<file path="src/inc/dles_pkg.sv">
package dles_pkg;

	// Register window of the initiator, byte offsets on the plain port
	localparam int          ADDR_W          = 3;
	localparam int          DATA_W          = 8;
	localparam int          LANES           = 8;
	localparam int          NARROW_LANES    = 4;
	localparam logic [2:0]  OFS_CTRL1       = 3'h1;
	localparam logic [2:0]  OFS_ERR_STAT    = 3'h2;
	localparam logic [2:0]  OFS_PIN_STAT    = 3'h3;

	// Control register 1 fields
	localparam int          CTL_IE_BIT      = 7;
	localparam int          CTL_LIM_LSB     = 0;
	localparam int          LIM_W           = 4;
	localparam logic [3:0]  LIM_RESET       = 4'h0;
	localparam logic        IE_RESET        = 1'b0;

	// Error status register fields
	localparam int          ST_SUMMARY_BIT  = 7;
	localparam int          ST_ACKF_BIT     = 6;
	localparam int          ST_CNCL_BIT     = 5;
	localparam int          ST_TIME_BIT     = 4;
	localparam int          ST_TERR_BIT     = 3;
	localparam int          ST_PARITY_FAULT_FLAG_BIT     = 2;
	localparam int          ST_PHI_BIT      = 1;
	localparam int          ST_PLO_BIT      = 0;
	localparam int          SUB_FLAGS       = 5;
	localparam logic [4:0]  SUB_RESET       = 5'h00;
	localparam logic [1:0]  PAR_RESET       = 2'h0;

	// Pin and busy status register fields
	localparam int          PS_IRQ_BIT      = 7;
	localparam int          PS_BUSY_BIT     = 6;

	localparam logic [7:0]  BYTE_ZERO       = 8'h00;
	localparam logic [7:0]  IDLE_COMMAND    = 8'h00;
	localparam logic [7:0]  ALL_LANES_HIGH  = 8'hFF;
	localparam logic [7:0]  NARROW_MASK     = 8'h0F;

	typedef enum logic [1:0] {
		DLES_IDLE,
		DLES_XFER,
		DLES_ACK_WAIT
	} dles_state_e;

endpackage : dles_pkg

</file>
<file path="src/rtl/dles_wait_timer.sv">
`timescale 1ns/1ps
module dles_wait_timer
	import dles_pkg::*;
(
	input  wire logic             clk,
	input  wire logic             rst_n,
	input  wire logic             arm,
	input  wire logic             link_tick,
	input  wire logic             ack_seen,
	input  wire logic [LIM_W-1:0] limit,
	output logic                  expired
);

	logic             running_ff;
	logic             nxt_running;
	logic [LIM_W-1:0] count_ff;
	logic [LIM_W-1:0] nxt_count;
	logic             expired_ff;
	logic             nxt_expired;

	// Each link clock edge without an acknowledge uses one wait state;
	// an acknowledge on the same edge as the last allowed one still wins.
	always_comb begin
		nxt_running = running_ff;
		nxt_count   = count_ff;
		nxt_expired = 1'b0;
		if (arm) begin
			nxt_running = 1'b1;
			nxt_count   = '0;
		end else if (running_ff) begin
			if (ack_seen) begin
				nxt_running = 1'b0;
			end else if (link_tick) begin
				if (count_ff == limit) begin
					nxt_running = 1'b0;
					nxt_expired = 1'b1;
				end else begin
					nxt_count = count_ff + 1'b1;
				end
			end
		end
	end

	always_ff @(posedge clk) begin
		if (!rst_n) begin
			running_ff <= 1'b0;
			count_ff   <= '0;
			expired_ff <= 1'b0;
		end else begin
			running_ff <= nxt_running;
			count_ff   <= nxt_count;
			expired_ff <= nxt_expired;
		end
	end

	assign expired = expired_ff;

endmodule : dles_wait_timer

</file>
<file path="src/rtl/dles_top.sv">
// Strobed register access was chosen for this implementation.
`timescale 1ns/1ps
// What this block does
// Interrupt enable bit gates the target's interrupt pin onto the link irq.
// Four-bit wait limit counts link clocks after last cycle; timeout sets flag.
// Limit zero: acknowledge due at once, target inserts no wait cycle.
// Nonzero limit: up to that many wait states before timeout is declared.
// Wait limit locked once interface is on, unless in special mode.
// Software writes zero to reserved control bits six to four.
// Summary flag sets whenever any of the five error flags is raised.
// Summary flag drives unmasked interrupt; write one clears, zero keeps.
// Acknowledge fault flag sets when an used data line samples low at ack.
// Pending summary flag cancels new transactions, sends idle, sets flag.
// Timeout flag sets when acknowledge wait limit is exceeded.
// Target error flag sets when target signals error in acknowledge cycle.
// Parity fault flag sets on parity error in received data.
// Two low status bits hold received parity bits, upper in bit one.
// Sub-flags are read-only and clear together with the summary flag.
// Second status register shows interrupt pin level and busy state.
// Interrupt pin flag follows pin; only target acknowledge clears it.
// Busy reads one during a transaction, zero when idle.
// When enabled, data lines driven low with idle and link clock driven.
// Sub-flags set in the same cycle as the summary flag.
module dles_top
	import dles_pkg::*;
(
	input  wire logic              CORE_CLK,
	input  wire logic              RST_N,
	input  wire logic [ADDR_W-1:0] REG_ADDR,
	input  wire logic [DATA_W-1:0] REG_WDATA,
	input  wire logic              REG_WR,
	input  wire logic              REG_RD,
	output logic      [DATA_W-1:0] REG_RDATA,
	input  wire logic              INTERFACE_ON,
	input  wire logic              SPECIAL_MODE,
	input  wire logic              WIDE_MODE,
	input  wire logic              LINK_CLK_DIV,
	input  wire logic              LINK_TICK,
	input  wire logic              XFER_REQ,
	input  wire logic              XFER_LAST,
	input  wire logic [LANES-1:0]  TX_DATA,
	input  wire logic              TX_VALID,
	input  wire logic              ACK_CYCLE,
	input  wire logic [LANES-1:0]  ACK_DATA,
	input  wire logic              ACK_TARGET_ERR,
	input  wire logic              RX_PARITY_VALID,
	input  wire logic [1:0]        RX_PARITY,
	input  wire logic              RX_PARITY_ERR,
	input  wire logic              EXT_IRQ_PIN,
	output logic                   XFER_CANCEL,
	output logic                   XFER_ACCEPT,
	output logic                   XFER_TIMEOUT,
	output logic                   TRANSFER_ACTIVE,
	output logic [LANES-1:0]       LINK_DATA_OUT,
	output logic [LANES-1:0]       LINK_DATA_OE,
	output logic                   LINK_CLOCK_OUT,
	output logic                   LINK_IRQ,
	output logic                   ERROR_IRQ
);

	// Register bus decode
	logic wr_ctrl;
	logic wr_err;
	logic rd_hit;

	assign wr_ctrl = REG_WR && (REG_ADDR == OFS_CTRL1);
	assign wr_err  = REG_WR && (REG_ADDR == OFS_ERR_STAT);

	// Control register 1: interrupt enable and acknowledge wait limit
	logic             link_irq_enable_ff;
	logic             nxt_link_irq_enable;
	logic [LIM_W-1:0] ack_wait_limit_ff;
	logic [LIM_W-1:0] nxt_ack_wait_limit;
	logic             limit_locked;

	// Lock follows the enable level, so a write in the very cycle that
	// turns the interface on is still refused.
	assign limit_locked = INTERFACE_ON && !SPECIAL_MODE;

	always_comb begin
		nxt_link_irq_enable = link_irq_enable_ff;
		nxt_ack_wait_limit  = ack_wait_limit_ff;
		if (wr_ctrl) begin
			nxt_link_irq_enable = REG_WDATA[CTL_IE_BIT];
			if (!limit_locked) begin
				nxt_ack_wait_limit = REG_WDATA[CTL_LIM_LSB +: LIM_W];
			end
		end
	end

	always_ff @(posedge CORE_CLK) begin
		if (!RST_N) begin
			link_irq_enable_ff <= IE_RESET;
			ack_wait_limit_ff  <= LIM_RESET;
		end else begin
			link_irq_enable_ff <= nxt_link_irq_enable;
			ack_wait_limit_ff  <= nxt_ack_wait_limit;
		end
	end

	// Transaction tracking
	dles_state_e state_ff;
	dles_state_e nxt_state;
	logic        cancel_now;
	logic        accept_now;
	logic        timeout_evt;
	logic        error_summary_flag_ff;

	// A request only starts while the interface runs and no error pends.
	assign cancel_now = XFER_REQ && INTERFACE_ON &&
		(state_ff == DLES_IDLE) && error_summary_flag_ff;
	assign accept_now = XFER_REQ && INTERFACE_ON &&
		(state_ff == DLES_IDLE) && !error_summary_flag_ff;

	always_comb begin
		nxt_state = state_ff;
		case (state_ff)
			DLES_IDLE: begin
				if (accept_now) begin
					nxt_state = DLES_XFER;
				end
			end
			DLES_XFER: begin
				if (XFER_LAST) begin
					nxt_state = DLES_ACK_WAIT;
				end
			end
			DLES_ACK_WAIT: begin
				if (ACK_CYCLE || timeout_evt) begin
					nxt_state = DLES_IDLE;
				end
			end
			default: begin
				nxt_state = DLES_IDLE;
			end
		endcase
		if (!INTERFACE_ON) begin
			nxt_state = DLES_IDLE;
		end
	end

	always_ff @(posedge CORE_CLK) begin
		if (!RST_N) begin
			state_ff <= DLES_IDLE;
		end else begin
			state_ff <= nxt_state;
		end
	end

	// Dropping the interface also stops the timer, otherwise a wait cut
	// short by the forced idle would still expire later with no transfer.
	dles_wait_timer u_wait_timer (
		.clk       (CORE_CLK),
		.rst_n     (RST_N),
		.arm       (XFER_LAST && (state_ff == DLES_XFER)),
		.link_tick (LINK_TICK),
		.ack_seen  (ACK_CYCLE || !INTERFACE_ON),
		.limit     (ack_wait_limit_ff),
		.expired   (timeout_evt)
	);

	// Acknowledge line check: every used lane must read high
	logic [LANES-1:0] lane_used;
	logic [LANES-1:0] lane_ok;

	assign lane_used = WIDE_MODE ? ALL_LANES_HIGH : NARROW_MASK;

	genvar g;
	generate
		for (g = 0; g < LANES; g++) begin : g_lane
			assign lane_ok[g] = ACK_DATA[g] || !lane_used[g];
		end
	endgenerate

	// Error status: sub-flags and their summary
	logic [SUB_FLAGS-1:0] sub_flags_ff;
	logic [SUB_FLAGS-1:0] nxt_sub_flags;
	logic [SUB_FLAGS-1:0] sub_set;
	logic                 nxt_error_summary;
	logic                 summary_clear;
	logic [1:0]           rx_parity_ff;
	logic [1:0]           nxt_rx_parity;
	logic                 ack_in_wait;

	assign ack_in_wait   = ACK_CYCLE && (state_ff == DLES_ACK_WAIT);
	assign summary_clear = wr_err && REG_WDATA[ST_SUMMARY_BIT];

	// Sub-flag order matches status bits 6 down to 2
	assign sub_set = {
		ack_in_wait && !(&lane_ok),
		cancel_now,
		timeout_evt,
		ack_in_wait && ACK_TARGET_ERR,
		RX_PARITY_VALID && RX_PARITY_ERR
	};

	// A new error on the clearing cycle survives the clear.
	always_comb begin
		nxt_sub_flags     = sub_set |
			(sub_flags_ff & {SUB_FLAGS{!summary_clear}});
		nxt_error_summary = (|sub_set) ||
			(error_summary_flag_ff && !summary_clear);
		nxt_rx_parity     = rx_parity_ff;
		if (RX_PARITY_VALID) begin
			nxt_rx_parity = RX_PARITY;
		end
	end

	always_ff @(posedge CORE_CLK) begin
		if (!RST_N) begin
			sub_flags_ff          <= SUB_RESET;
			error_summary_flag_ff <= 1'b0;
			rx_parity_ff          <= PAR_RESET;
		end else begin
			sub_flags_ff          <= nxt_sub_flags;
			error_summary_flag_ff <= nxt_error_summary;
			rx_parity_ff          <= nxt_rx_parity;
		end
	end

	// Link pins: idle command whenever no payload is being sent
	logic [LANES-1:0] link_data_ff;
	logic [LANES-1:0] nxt_link_data;
	logic [LANES-1:0] link_oe_ff;
	logic [LANES-1:0] nxt_link_oe;
	logic             link_clock_ff;
	logic             nxt_link_clock;

	always_comb begin
		nxt_link_data  = IDLE_COMMAND;
		nxt_link_oe    = BYTE_ZERO;
		nxt_link_clock = 1'b0;
		if (INTERFACE_ON) begin
			nxt_link_oe    = lane_used;
			nxt_link_clock = LINK_CLK_DIV;
			if (TX_VALID && (state_ff == DLES_XFER)) begin
				nxt_link_data = TX_DATA & lane_used;
			end
		end
	end

	always_ff @(posedge CORE_CLK) begin
		if (!RST_N) begin
			link_data_ff  <= IDLE_COMMAND;
			link_oe_ff    <= BYTE_ZERO;
			link_clock_ff <= 1'b0;
		end else begin
			link_data_ff  <= nxt_link_data;
			link_oe_ff    <= nxt_link_oe;
			link_clock_ff <= nxt_link_clock;
		end
	end

	// Read path, data valid the cycle after the strobe only
	logic [DATA_W-1:0] rdata_ff;
	logic [DATA_W-1:0] nxt_rdata;
	logic [DATA_W-1:0] rd_value;

	assign rd_hit = REG_RD;

	always_comb begin
		rd_value = BYTE_ZERO;
		case (REG_ADDR)
			OFS_CTRL1: begin
				rd_value[CTL_IE_BIT] = link_irq_enable_ff;
				rd_value[CTL_LIM_LSB +: LIM_W] = ack_wait_limit_ff;
			end
			OFS_ERR_STAT: begin
				rd_value[ST_SUMMARY_BIT] = error_summary_flag_ff;
				rd_value[ST_ACKF_BIT:ST_PARITY_FAULT_FLAG_BIT] = sub_flags_ff;
				rd_value[ST_PHI_BIT] = rx_parity_ff[1];
				rd_value[ST_PLO_BIT] = rx_parity_ff[0];
			end
			OFS_PIN_STAT: begin
				rd_value[PS_IRQ_BIT]  = EXT_IRQ_PIN;
				rd_value[PS_BUSY_BIT] = (state_ff != DLES_IDLE);
			end
			default: begin
				rd_value = BYTE_ZERO;
			end
		endcase
		nxt_rdata = rd_hit ? rd_value : BYTE_ZERO;
	end

	always_ff @(posedge CORE_CLK) begin
		if (!RST_N) begin
			rdata_ff <= BYTE_ZERO;
		end else begin
			rdata_ff <= nxt_rdata;
		end
	end

	// Outputs
	assign REG_RDATA       = rdata_ff;
	assign XFER_CANCEL     = cancel_now;
	assign XFER_ACCEPT     = accept_now;
	assign XFER_TIMEOUT    = timeout_evt;
	assign TRANSFER_ACTIVE = (state_ff != DLES_IDLE);
	assign LINK_DATA_OUT   = link_data_ff;
	assign LINK_DATA_OE    = link_oe_ff;
	assign LINK_CLOCK_OUT  = link_clock_ff;
	assign LINK_IRQ        = EXT_IRQ_PIN && link_irq_enable_ff;
	assign ERROR_IRQ       = error_summary_flag_ff;

endmodule : dles_top

</file>
<file path="config.mk">
export PLATFORM = sky130hd
export DESIGN_NAME = dles_top
export DESIGN_NICKNAME = d
export VERILOG_FILES = /design/src/inc/dles_pkg.sv /design/src/rtl/dles_wait_timer.sv /design/src/rtl/dles_top.sv
export SDC_FILE = /design/constraint.sdc
export NUM_CORES = 1
export LEC_CHECK = 0
export BUFFER_PORTS_ARGS = -buffer_cell sky130_fd_sc_hd__buf_2
export CAP_MARGIN = 10
export CORE_AREA = 2 2 74 76
export CTS_CLUSTER_SIZE = 30
export DETAILED_ROUTE_END_ITERATION = 16
export DIE_AREA = 0 0 76 78
export SYNTH_ARGS = -nofsm -noshare
export SYNTH_HDL_FRONTEND = slang
export SYNTH_HIERARCHICAL = 1
export SYNTH_SLANG_ARGS = --single-unit
</file>
<file path="constraint.sdc">
create_clock -name CORE_CLK -period 1.3 [get_ports CORE_CLK]
set_input_delay 0.195 -clock CORE_CLK [delete_from_list [all_inputs] [get_ports CORE_CLK]]
set_output_delay 0.195 -clock CORE_CLK [all_outputs]
set_load 0.02 [all_outputs]
</file>
After elaboration in Yosys (flattened, before gate mapping)
Cells that the tools add are included.
{"block": "totals", "elab_cells": 100, "output_inout_bits": 31, "register_bits": 46, "latch_bits": 0, "in_bits": 46, "n_memories": 0, "rom_bits": 0, "ram_bits": 0}
{"block": "classes", "muxes": 14, "order_cmp": 0, "add_sub_neg": 1, "n_eq_ne": 9, "shift": 0, "n_div": 0, "bitwise": 9, "mul": 0, "n_reduce_logical": 53}
{"cell": "logical AND 1 bit", "n": 16}
{"cell": "zero test 1 bit", "n": 13}
{"cell": "logical OR 1 bit", "n": 11}
{"cell": "OR reduction 5 bit", "n": 2}
{"cell": "AND reduction 3 bit", "n": 3}
{"cell": "bitwise AND 8 bit", "n": 1}
{"cell": "2-to-1 mux 8 bit", "n": 1}
{"cell": "case mux 4 bit (2 select lines)", "n": 1}
{"cell": "AND reduction 8 bit", "n": 1}
{"cell": "equality test 3 x 2 -> 1 bit (second input constant)", "n": 2}
{"cell": "2-to-1 mux 1 bit", "n": 6}
{"cell": "2-to-1 mux 2 bit", "n": 3}
{"cell": "!= test 2 bit (second input constant)", "n": 3}
{"cell": "NOT 1 bit", "n": 6}
{"cell": "case mux 2 bit (3 select lines)", "n": 1}
{"cell": "AND reduction 2 bit", "n": 3}
{"cell": "bitwise AND 5 bit", "n": 1}
{"cell": "bitwise OR 5 bit", "n": 1}
{"cell": "adder 4 x 1 -> 4 bit (second input constant)", "n": 1}
{"cell": "equality test 4 bit", "n": 1}
{"cell": "AND reduction 4 bit", "n": 1}
{"cell": "equality test 3 x 1 -> 1 bit (second input constant)", "n": 1}
{"cell": "case mux 1 bit (3 select lines)", "n": 1}
{"cell": "equality test 2 x 1 -> 1 bit (second input constant)", "n": 1}
{"cell": "5 further kinds", "n": 5}

Depth between registers and ports, before layout
Gate-level depths: netlist of the first run.
{"block": "logic_depth", "depth_word": 8, "mapped_depth": 6, "mapped_depth_nobuf": 6}

Modules after synthesis
Netlist of the first run, hierarchy kept.
{"module": "dles_top", "n_inst": 1, "cells_per_inst": 128, "area_each_um2": 1321.3, "seq_area_each_um2": 680.7}
{"module": "dles_wait_timer", "n_inst": 1, "cells_per_inst": 34, "area_each_um2": 329.1, "seq_area_each_um2": 120.1}

Worst setup path after synthesis of the first run
OpenSTA, ideal clock, no wires.
{"block": "synth_timing", "path_kind": "reg-to-output", "from": "register state_ff[0]", "to": "output port XFER_ACCEPT", "setup_slack_ps": -46, "n_path_buf": 0, "arrival_ps": 1151, "required_ps": 1105, "stages_incl_launch_ff": 4, "cell_sequence": "dfxtp_1 nor2_1 inv_1 nor3_1"}
{"block": "synth_via", "elab_chain_cells": 3}
{"element": "start, declared", "line": "dles_top.sv:102", "text": "dles_state_e state_ff;"}
{"element": "start signal, assigned", "line": "dles_top.sv:146", "text": "state_ff <= nxt_state;"}
{"element": "zero test 2 bit", "line": "dles_top.sv:113", "text": "(state_ff == DLES_IDLE) && !error_summary_flag_ff;"}
{"element": "logical AND 1 bit", "line": "dles_top.sv:112", "text": "assign accept_now = XFER_REQ && INTERFACE_ON &&"}
{"element": "logical AND 1 bit", "line": "dles_top.sv:113"}
{"element": "end, declared", "line": "dles_top.sv:51", "text": "output logic XFER_ACCEPT,"}
No other way between the ends.

Worst setup path after layout of the first run
{"block": "layout_timing", "from": "register state_ff[0]", "to": "output port XFER_CANCEL"}
{"block": "layout_via", "elab_chain_cells": 3}
{"element": "zero test 2 bit", "line": "dles_top.sv:111", "text": "(state_ff == DLES_IDLE) && error_summary_flag_ff;"}
{"element": "logical AND 1 bit", "line": "dles_top.sv:110", "text": "assign cancel_now = XFER_REQ && INTERFACE_ON &&"}
{"element": "logical AND 1 bit", "line": "dles_top.sv:111"}
{"element": "end, declared", "line": "dles_top.sv:50", "text": "output logic XFER_CANCEL,"}
No other way between the ends.

==> flow_metrics.py, run 1 <==
metrics = {
    "outcome": {
        "status": "finished, violations left",
        "violations": "negative setup slack",
    },
    "grt": {
        "grt_pass1_wl_um": 6110,
        "track_usage_pct": 13.0,
        "grt-ovfl-total": 0,
        "grt_pass1_vias": 1357,
        "grt_max_degree": 13,
        "grt_antenna_before_repair": 0,
    },
    "yosys": {
        "ys_ff_latch": 40,
        "netlist_area_um2": 1650,
        "synth_cell_type_count": 42,
        "syn_inst": 162,
        "ys_warn_count": 6,
        "synth_nets": 209,
        "syn_avg_cell_area_um2": 10.2,
        "yosysSeqAreaShare_pct": 48.5,
    },
    "final_layout": {
        "final_cell_area_um2": 2330,
        "diodes": 0,
        "num-fill-cells": 487,
        "regArea_um2": 806,
        "drive_gt1_share_pct": 48.0,
        "fin_nets": 296,
        "syn2layout_area_growth_pct": 41.3,
        "multi_input_area_um2": 826,
        "postLayoutCoreUtil_pct": 46.3,
    },
    "detailed_routing": {
        "wl_per_cell_um": 11.7,
        "drt-total-wl_um": 3730,
        "via_count": 1391,
        "drc": 0,
        "ant_nets": 0,
        "avgViaCountPerCell": 4.35,
        "first_iter_violations": 17,
        "drtPass1Iterations": 4,
    },
    "worst_setup_path": {
        "crit_path_start_kind": "register",
        "critPathBufInv": 2,
        "critical-path-slowest-cell": "dfxtp_2",
        "max_stage_delay_ps": 350,
        "cp_max_fo": 5,
        "arrival_ps": 1140,
        "worstSetupPathType": "reg2out",
        "crit_chain": "nor2_4, nand4_1, inv_1, buf_6",
        "end_kind": "output port",
        "cp.required_ps": 1110,
        "critPathTopFamily": "flip-flops",
    },
    "clock_network": {
        "clk-insertion-delay-late_ps": 290,
        "path_clk_slew_ps": 70,
        "cts.htree.levels": 2,
        "cts_inserted_buffers": 5,
        "cts_buffer_depth": 2,
        "cts.sinks": 40,
        "root_buffer": "clkbuf_8",
        "cts_tree": "done",
    },
    "pwr": {
        "power.density_nw_per_um2": 1070,
        "vdd_drop_max_v": 0.000701,
        "power_leakage_nw": 1.13,
    },
    "placement": {
        "io_buffers": 73,
        "pre_cts_slack_ps": -42.4,
        "place_area_um2": 2130,
        "dpl.hpwl_um": 2900,
        "gp_congestion": 0.758,
    },
    "sta": {
        "finalCriticalPeriod_ps": 1330,
        "setup_ws_ps": -31.1,
        "finalCritPeriodShare_pct": 102,
        "drv_slew": 0,
        "fin_hold_ws_ps": 92.9,
        "setup_violations": 1,
        "rsz0062_at_grt": "true",
        "final-hold-violation-count": 0,
        "slew_headroom_pct": 74.5,
        "fmax_mhz": 751,
        "worst_pin_slew_ps": 377,
        "fin_skew_ps": 6.23,
    },
    "floorplan": {
        "start_util_pct": 32.7,
        "fp-row-count": 26,
        "core_area_um2": 5040,
        "ios": 77,
        "fp.dieW_um": 76,
        "die_height_um": 78,
        "die-area_um2": 5930,
    },
    "run": {
        "maxCapViolations": 0,
    },
    "worst_hold_path": {
        "hold_class": "in2reg",
    },
}
## layer usage
layer	part of all wire, %	up-vias	global-route usage, %
li1	-	733	-
met1	45	618	15.1
met2	49	35	21.9
met3	5.0	5	4.42
met4	1.2	0	6.00
met5	0	-	0
## power by group
part / switching, W / total [W] / internal, W
Combinational: 0.000125 / 0.000253 / 0.000128
Sequential: 0.0000161 / 0.00126 / 0.00124
Clock: 0.000424 / 0.000994 / 0.000569
## worst reg2reg max path: stages (launching register included)
cell,delay (ps)
dfxtp_2,380
nor2b_1,190
and2_4,180
nand2b_4,130
nor2_1,40
a31o_1,210
## what timing repair did
| action | in CTS | in global routing |
|---|---|---|
| gates resized for setup | 9 | 8 |
| setup buffers | 3 | 1 |
| endpoints found under the setup margin | 4 | 8 |
| pin swaps | 3 | 2 |
| hold buffers | 0 | 0 |
## stage by stage
stage / setup TNS [ps] / instances / total power [W]
3_3_place_gp: -24.8 / 308 / 0.00153
5_1_grt: -210 / 320 / 0.00261
6_report: -31.1 / 320 / 0.00251
3_5_place_dp: -106 / 308 / 0.00153
4_1_cts: -17.6 / 319 / 0.00253
2_1_floorplan: 0 / 162 / 0.00141
## synth_stat cells
| cell type | n | area share (%) |
|---|---|---|
| o21ai_2 | 1 | 0.53 |
| o31a_1 | 1 | 0.53 |
| clkbuf_1 | 1 | 0.23 |
| buf_6 | 1 | 0.68 |
| dfxtp_1 | 40 | 49 |
| xnor2_1 | 5 | 2.7 |
| and2b_2 | 1 | 0.53 |
| nor4bb_1 | 1 | 0.61 |
| a21oi_1 | 7 | 2.1 |
| o21a_1 | 3 | 1.4 |
| mux2i_1 | 7 | 4.2 |
| nor4b_1 | 1 | 0.53 |
| nand3_1 | 2 | 0.61 |
| a211o_1 | 1 | 0.53 |
| and2_0 | 1 | 0.38 |
| a31o_1 | 1 | 0.53 |
| buf_4 | 6 | 2.7 |
| inv_1 | 5 | 1.1 |
| and3_2 | 4 | 1.8 |
| nor3_1 | 2 | 0.61 |
| nor3b_1 | 2 | 0.91 |
| nor2b_1 | 11 | 4.2 |
| ha_1 | 1 | 0.76 |
| mux2_2 | 1 | 0.68 |
| nand4b_4 | 1 | 1.4 |
| nor2_1 | 10 | 2.3 |
| o21ai_0 | 1 | 0.30 |
| and4_2 | 1 | 0.61 |
| a22oi_1 | 6 | 2.7 |
| nand2_1 | 7 | 1.6 |
| a21boi_0 | 2 | 0.91 |
| and4bb_2 | 1 | 0.76 |
| a41oi_4 | 1 | 1.7 |
| and2_1 | 7 | 2.7 |
| and2_2 | 1 | 0.46 |
| nand4b_1 | 1 | 0.53 |
| nand2b_1 | 3 | 1.1 |
| nand3b_1 | 1 | 0.46 |
| or2_1 | 1 | 0.38 |
| nand4_1 | 4 | 1.5 |
| and3_1 | 7 | 2.7 |
| nor2b_2 | 1 | 0.53 |
## worst paths after layout
path	start	to	slack (ps)	cells past startpoint
max	state_ff[0]$_SDFFE_PN0P_	XFER_CANCEL	-30	4
min	TX_DATA[1]	LINK_DATA_OUT[1]$_SDFF_PN0_	90	2
max reg2reg	state_ff[0]$_SDFFE_PN0P_	u_wait_timer/count_ff[3]$_SDFFE_PP0P_	70	5
min reg2reg	state_ff[1]$_SDFFE_PN0P_	state_ff[0]$_SDFFE_PN0P_	460	1
## cell usage in the layout (no fill, tap or decap), drive strengths merged, types with 2 or more instances in the layout
cell,Yosys,final
buf,7,88
dfxtp,40,40
nor2b,12,12
and3,11,11
nor2,10,10
and2,9,9
nand2,7,7
mux2i,7,7
a21oi,7,7
a22oi,6,6
clkbuf,1,6
inv,5,5
xnor2,5,5
nand4,4,4
o21a,3,3
nand2b,3,3
nand3,2,2
a21boi,2,2
nor3b,2,2
nor3,2,2
o21ai,2,2
nand4b,2,2
## registers in the layout, indices dropped and copies added, names as in the netlist
signal / flops
LINK_DATA_OUT: 8
REG_RDATA: 8
sub_flags_ff: 5
ack_wait_limit_ff: 4
u_wait_timer/count_ff: 4
LINK_DATA_OE: 2
rx_parity_ff: 2
state_ff: 2
ERROR_IRQ: 1
LINK_CLOCK_OUT: 1
link_irq_enable_ff: 1
u_wait_timer/expired: 1
u_wait_timer/running_ff: 1
## cells by family after synthesis
kind of cell	after synthesis	synth area share, %
simple gates	71	27.1
xor+xnor	5	2.65
compound gates	24	11.2
fa+ha+maj	1	0.758
flops	40	48.5
buf+inv	13	4.78
mux	8	4.93
## final cells by class
type | instances | area share, %
tap | 70 | 3.76
timing repair buffer | 88 | 20.9
inverter | 5 | 0.805
multi-input combinational | 109 | 35.4
clock buffer | 6 | 3.11
clock inverter | 2 | 1.50
sequential | 40 | 34.5
Note: power is estimated with default switching activity, not from simulation.
==> inputs of run 2 (changes only) <==
CORE_AREA = 2 2 73 75   (was 2 2 74 76)
DIE_AREA = 0 0 75 77   (was 0 0 76 78)
SYNTH_HIERARCHICAL = not set   (was 1)
==> run 2 against run 1 <==
The flow still finishes with violations (negative setup slack); synthesized cell count down 1.2%; clock skew about the same; worst hold slack gained 2.4 ps; first-iteration DRC count rose to 3.7 times the previous value.
==> flow_metrics.py, run 2 <==
metrics = {
    "floorplan": {
        "die_height_um": 77,
        "ios": 77,
        "core_area_um2": 4980,
        "start_util_pct": 31.9,
        "fp.dieW_um": 75,
        "fp-row-count": 26,
        "die-area_um2": 5780,
    },
    "final_layout": {
        "multi_input_area_um2": 772,
        "regArea_um2": 813,
        "fin_nets": 302,
        "diodes": 0,
        "drive_gt1_share_pct": 47.7,
        "fin_cells": 326,
        "final_cell_mix": "buf_2, dfxtp_1, buf_4",
        "syn2layout_area_growth_pct": 48.2,
        "final_common_cell": "buf_2",
        "num-fill-cells": 507,
    },
    "pwr": {
        "finalPower_w": 0.00249,
        "power_leakage_nw": 1.15,
        "power.density_nw_per_um2": 1060,
        "vdd_drop_max_v": 0.000548,
    },
    "worst_setup_path": {
        "cp_max_fo": 5,
        "end_kind": "output port",
        "critical-path-slowest-cell": "dfxtp_4",
        "arrival_ps": 1140,
        "max_stage_delay_ps": 360,
        "worstSetupPathType": "reg2out",
        "crit_chain": "nor2_4, nand4_1, inv_1, buf_6",
        "crit_path_start_kind": "register",
        "cp.required_ps": 1110,
    },
    "clock_network": {
        "cts.sinks": 40,
        "cts_inserted_buffers": 5,
        "cts_buffer_depth": 2,
        "cts.htree.levels": 2,
        "clk-insertion-delay-late_ps": 290,
        "root_buffer": "clkbuf_8",
        "cts_tree": "done",
        "hold_buffers": 0,
        "path_clk_slew_ps": 80,
    },
    "sta": {
        "fin_skew_ps": 6.14,
        "worst_pin_slew_ps": 261,
        "setup_ws_ps": -33.5,
        "rsz0062_at_grt": "true",
        "slew_headroom_pct": 82.6,
        "drv_slew": 0,
        "setup_violations": 3,
        "fmax_mhz": 750,
        "finalCritPeriodShare_pct": 103,
        "finalCriticalPeriod_ps": 1330,
        "final-hold-violation-count": 0,
        "fin_hold_ws_ps": 95.3,
    },
    "detailed_routing": {
        "first_iter_violations": 63,
        "avgViaCountPerCell": 4.30,
        "drt-total-wl_um": 3780,
        "ant_nets": 0,
        "drtPass1Iterations": 4,
        "wl_per_cell_um": 11.6,
        "via_count": 1401,
        "drc": 0,
    },
    "yosys": {
        "yosysMostFrequentCell": "dfxtp_1",
        "synth_top_area_share_pct": 50.5,
        "syn_avg_cell_area_um2": 9.91,
        "synth_nets": 207,
        "synthArstFlopShare_pct": 0,
        "synth_flop_cell": "dfxtp_1",
        "yosysSeqAreaShare_pct": 50.5,
        "syn_inst": 160,
        "ys_top_cells_by_area": "dfxtp_1, nor2b_1, mux2i_1",
        "synth_cell_type_count": 35,
        "netlist_area_um2": 1590,
        "ys_ff_latch": 40,
        "synth_edf_count": 0,
        "netlist.top_cell.by_area": "dfxtp_1",
        "synthTopCellsByCount": "dfxtp_1, nor2_1, nor2b_1",
        "ys_warn_count": 0,
    },
    "grt": {
        "grt-ovfl-total": 0,
        "grt_max_degree": 13,
        "track_usage_pct": 13.7,
        "grt_pass1_wl_um": 6050,
        "grt_antenna_before_repair": 0,
        "grt_pass1_vias": 1304,
    },
    "placement": {
        "placedCellCount": 312,
        "io_buffers": 73,
        "pre_cts_slack_ps": -71.3,
        "gp_congestion": 0.752,
        "dpl.hpwl_um": 2930,
    },
    "worst_hold_path": {
        "hold_class": "in2reg",
    },
    "run": {
        "maxCapViolations": 0,
    },
    "outcome": {
        "violations": "negative setup slack",
        "status": "finished, violations left",
    },
}
==> run 2: changes by cell type after synthesis, moves of 2 or more <==
cell / change
a21oi_1: -2
and3_2: -4
nand2_1: -3
nor2b_1: +2
nor2_1: +7
nand2b_1: -2
and3_1: +2
==> run 2: per-stage QoR <==
step / setup TNS (ps) / util, % / instance area, µm²
6_report: -74.8 / 47.2 / 2350
5_1_grt: -371 / 47.2 / 2350
4_1_cts: -104 / 47.1 / 2340
3_5_place_dp: -71.3 / 42.6 / 2120
3_3_place_gp: -14.2 / 42.6 / 2120
2_1_floorplan: -20.0 / - / 1600
==> run 2: cells by family (layout without fill, tap and decap cells) <==
family	Yosys count	after routing	synth area share, %
buf+inv	13	109	4.58
mux	10	10	6.47
compound gates	21	21	9.55
xor+xnor	5	5	2.76
fa+ha+maj	1	1	0.789
flops	40	40	50.5
simple gates	70	70	25.3
==> run 2: layout make-up <==
class	instances	area share [%]
multi-input cells	107	32.9
repair buffers	96	23.4
flip-flops and latches	40	34.6
clock buffers	6	3.09
clock inverters	2	1.49
inverters	5	0.799
well taps	70	3.73
==> run 2: critical path: cells and delay by family (launching register included) <==
kind / cells / cell delay (ps)
buffers and inverters: 2 / 210
DFF: 1 / 360
and+or+nand+nor: 2 / 270
==> run 2: worst paths after layout <==
check	from	endpoint	slack, ps	depth (start not counted)
worst max-delay path	state_ff[1]$_SDFFE_PN0P_	XFER_CANCEL	-30	4
worst min-delay path	TX_DATA[1]	LINK_DATA_OUT[1]$_SDFF_PN0_	100	2
worst max register to register	state_ff[1]$_SDFFE_PN0P_	u_wait_timer.count_ff[3]$_SDFFE_PP0P_	-20	4
worst min register to register	sub_flags_ff[3]$_SDFF_PN0_	sub_flags_ff[3]$_SDFF_PN0_	460	2
==> run 2: per-layer routing <==
metal / wire length, µm / track usage (%)
met2: 1930 / 22.4
met4: 66 / 5.36
met3: 180 / 3.29
met5: 0 / 0
met1: 1610 / 17.1
==> run 2: what timing repair did <==
| item | in CTS | in global routing |
|---|---|---|
| buffers inserted | 7 | 0 |
| gates resized for setup | 17 | 3 |
| cloned | 0 | 0 |
| setup endpoints to repair | 3 | 7 |
| pin swaps | 6 | 6 |
==> run 2: power by group <==
part	total, W	internal (W)	switching (W)
logic	0.000254	0.000130	0.000124
registers	0.00126	0.00124	0.0000156
clock network	0.000984	0.000569	0.000414
total	0.00249	0.00194	0.000553
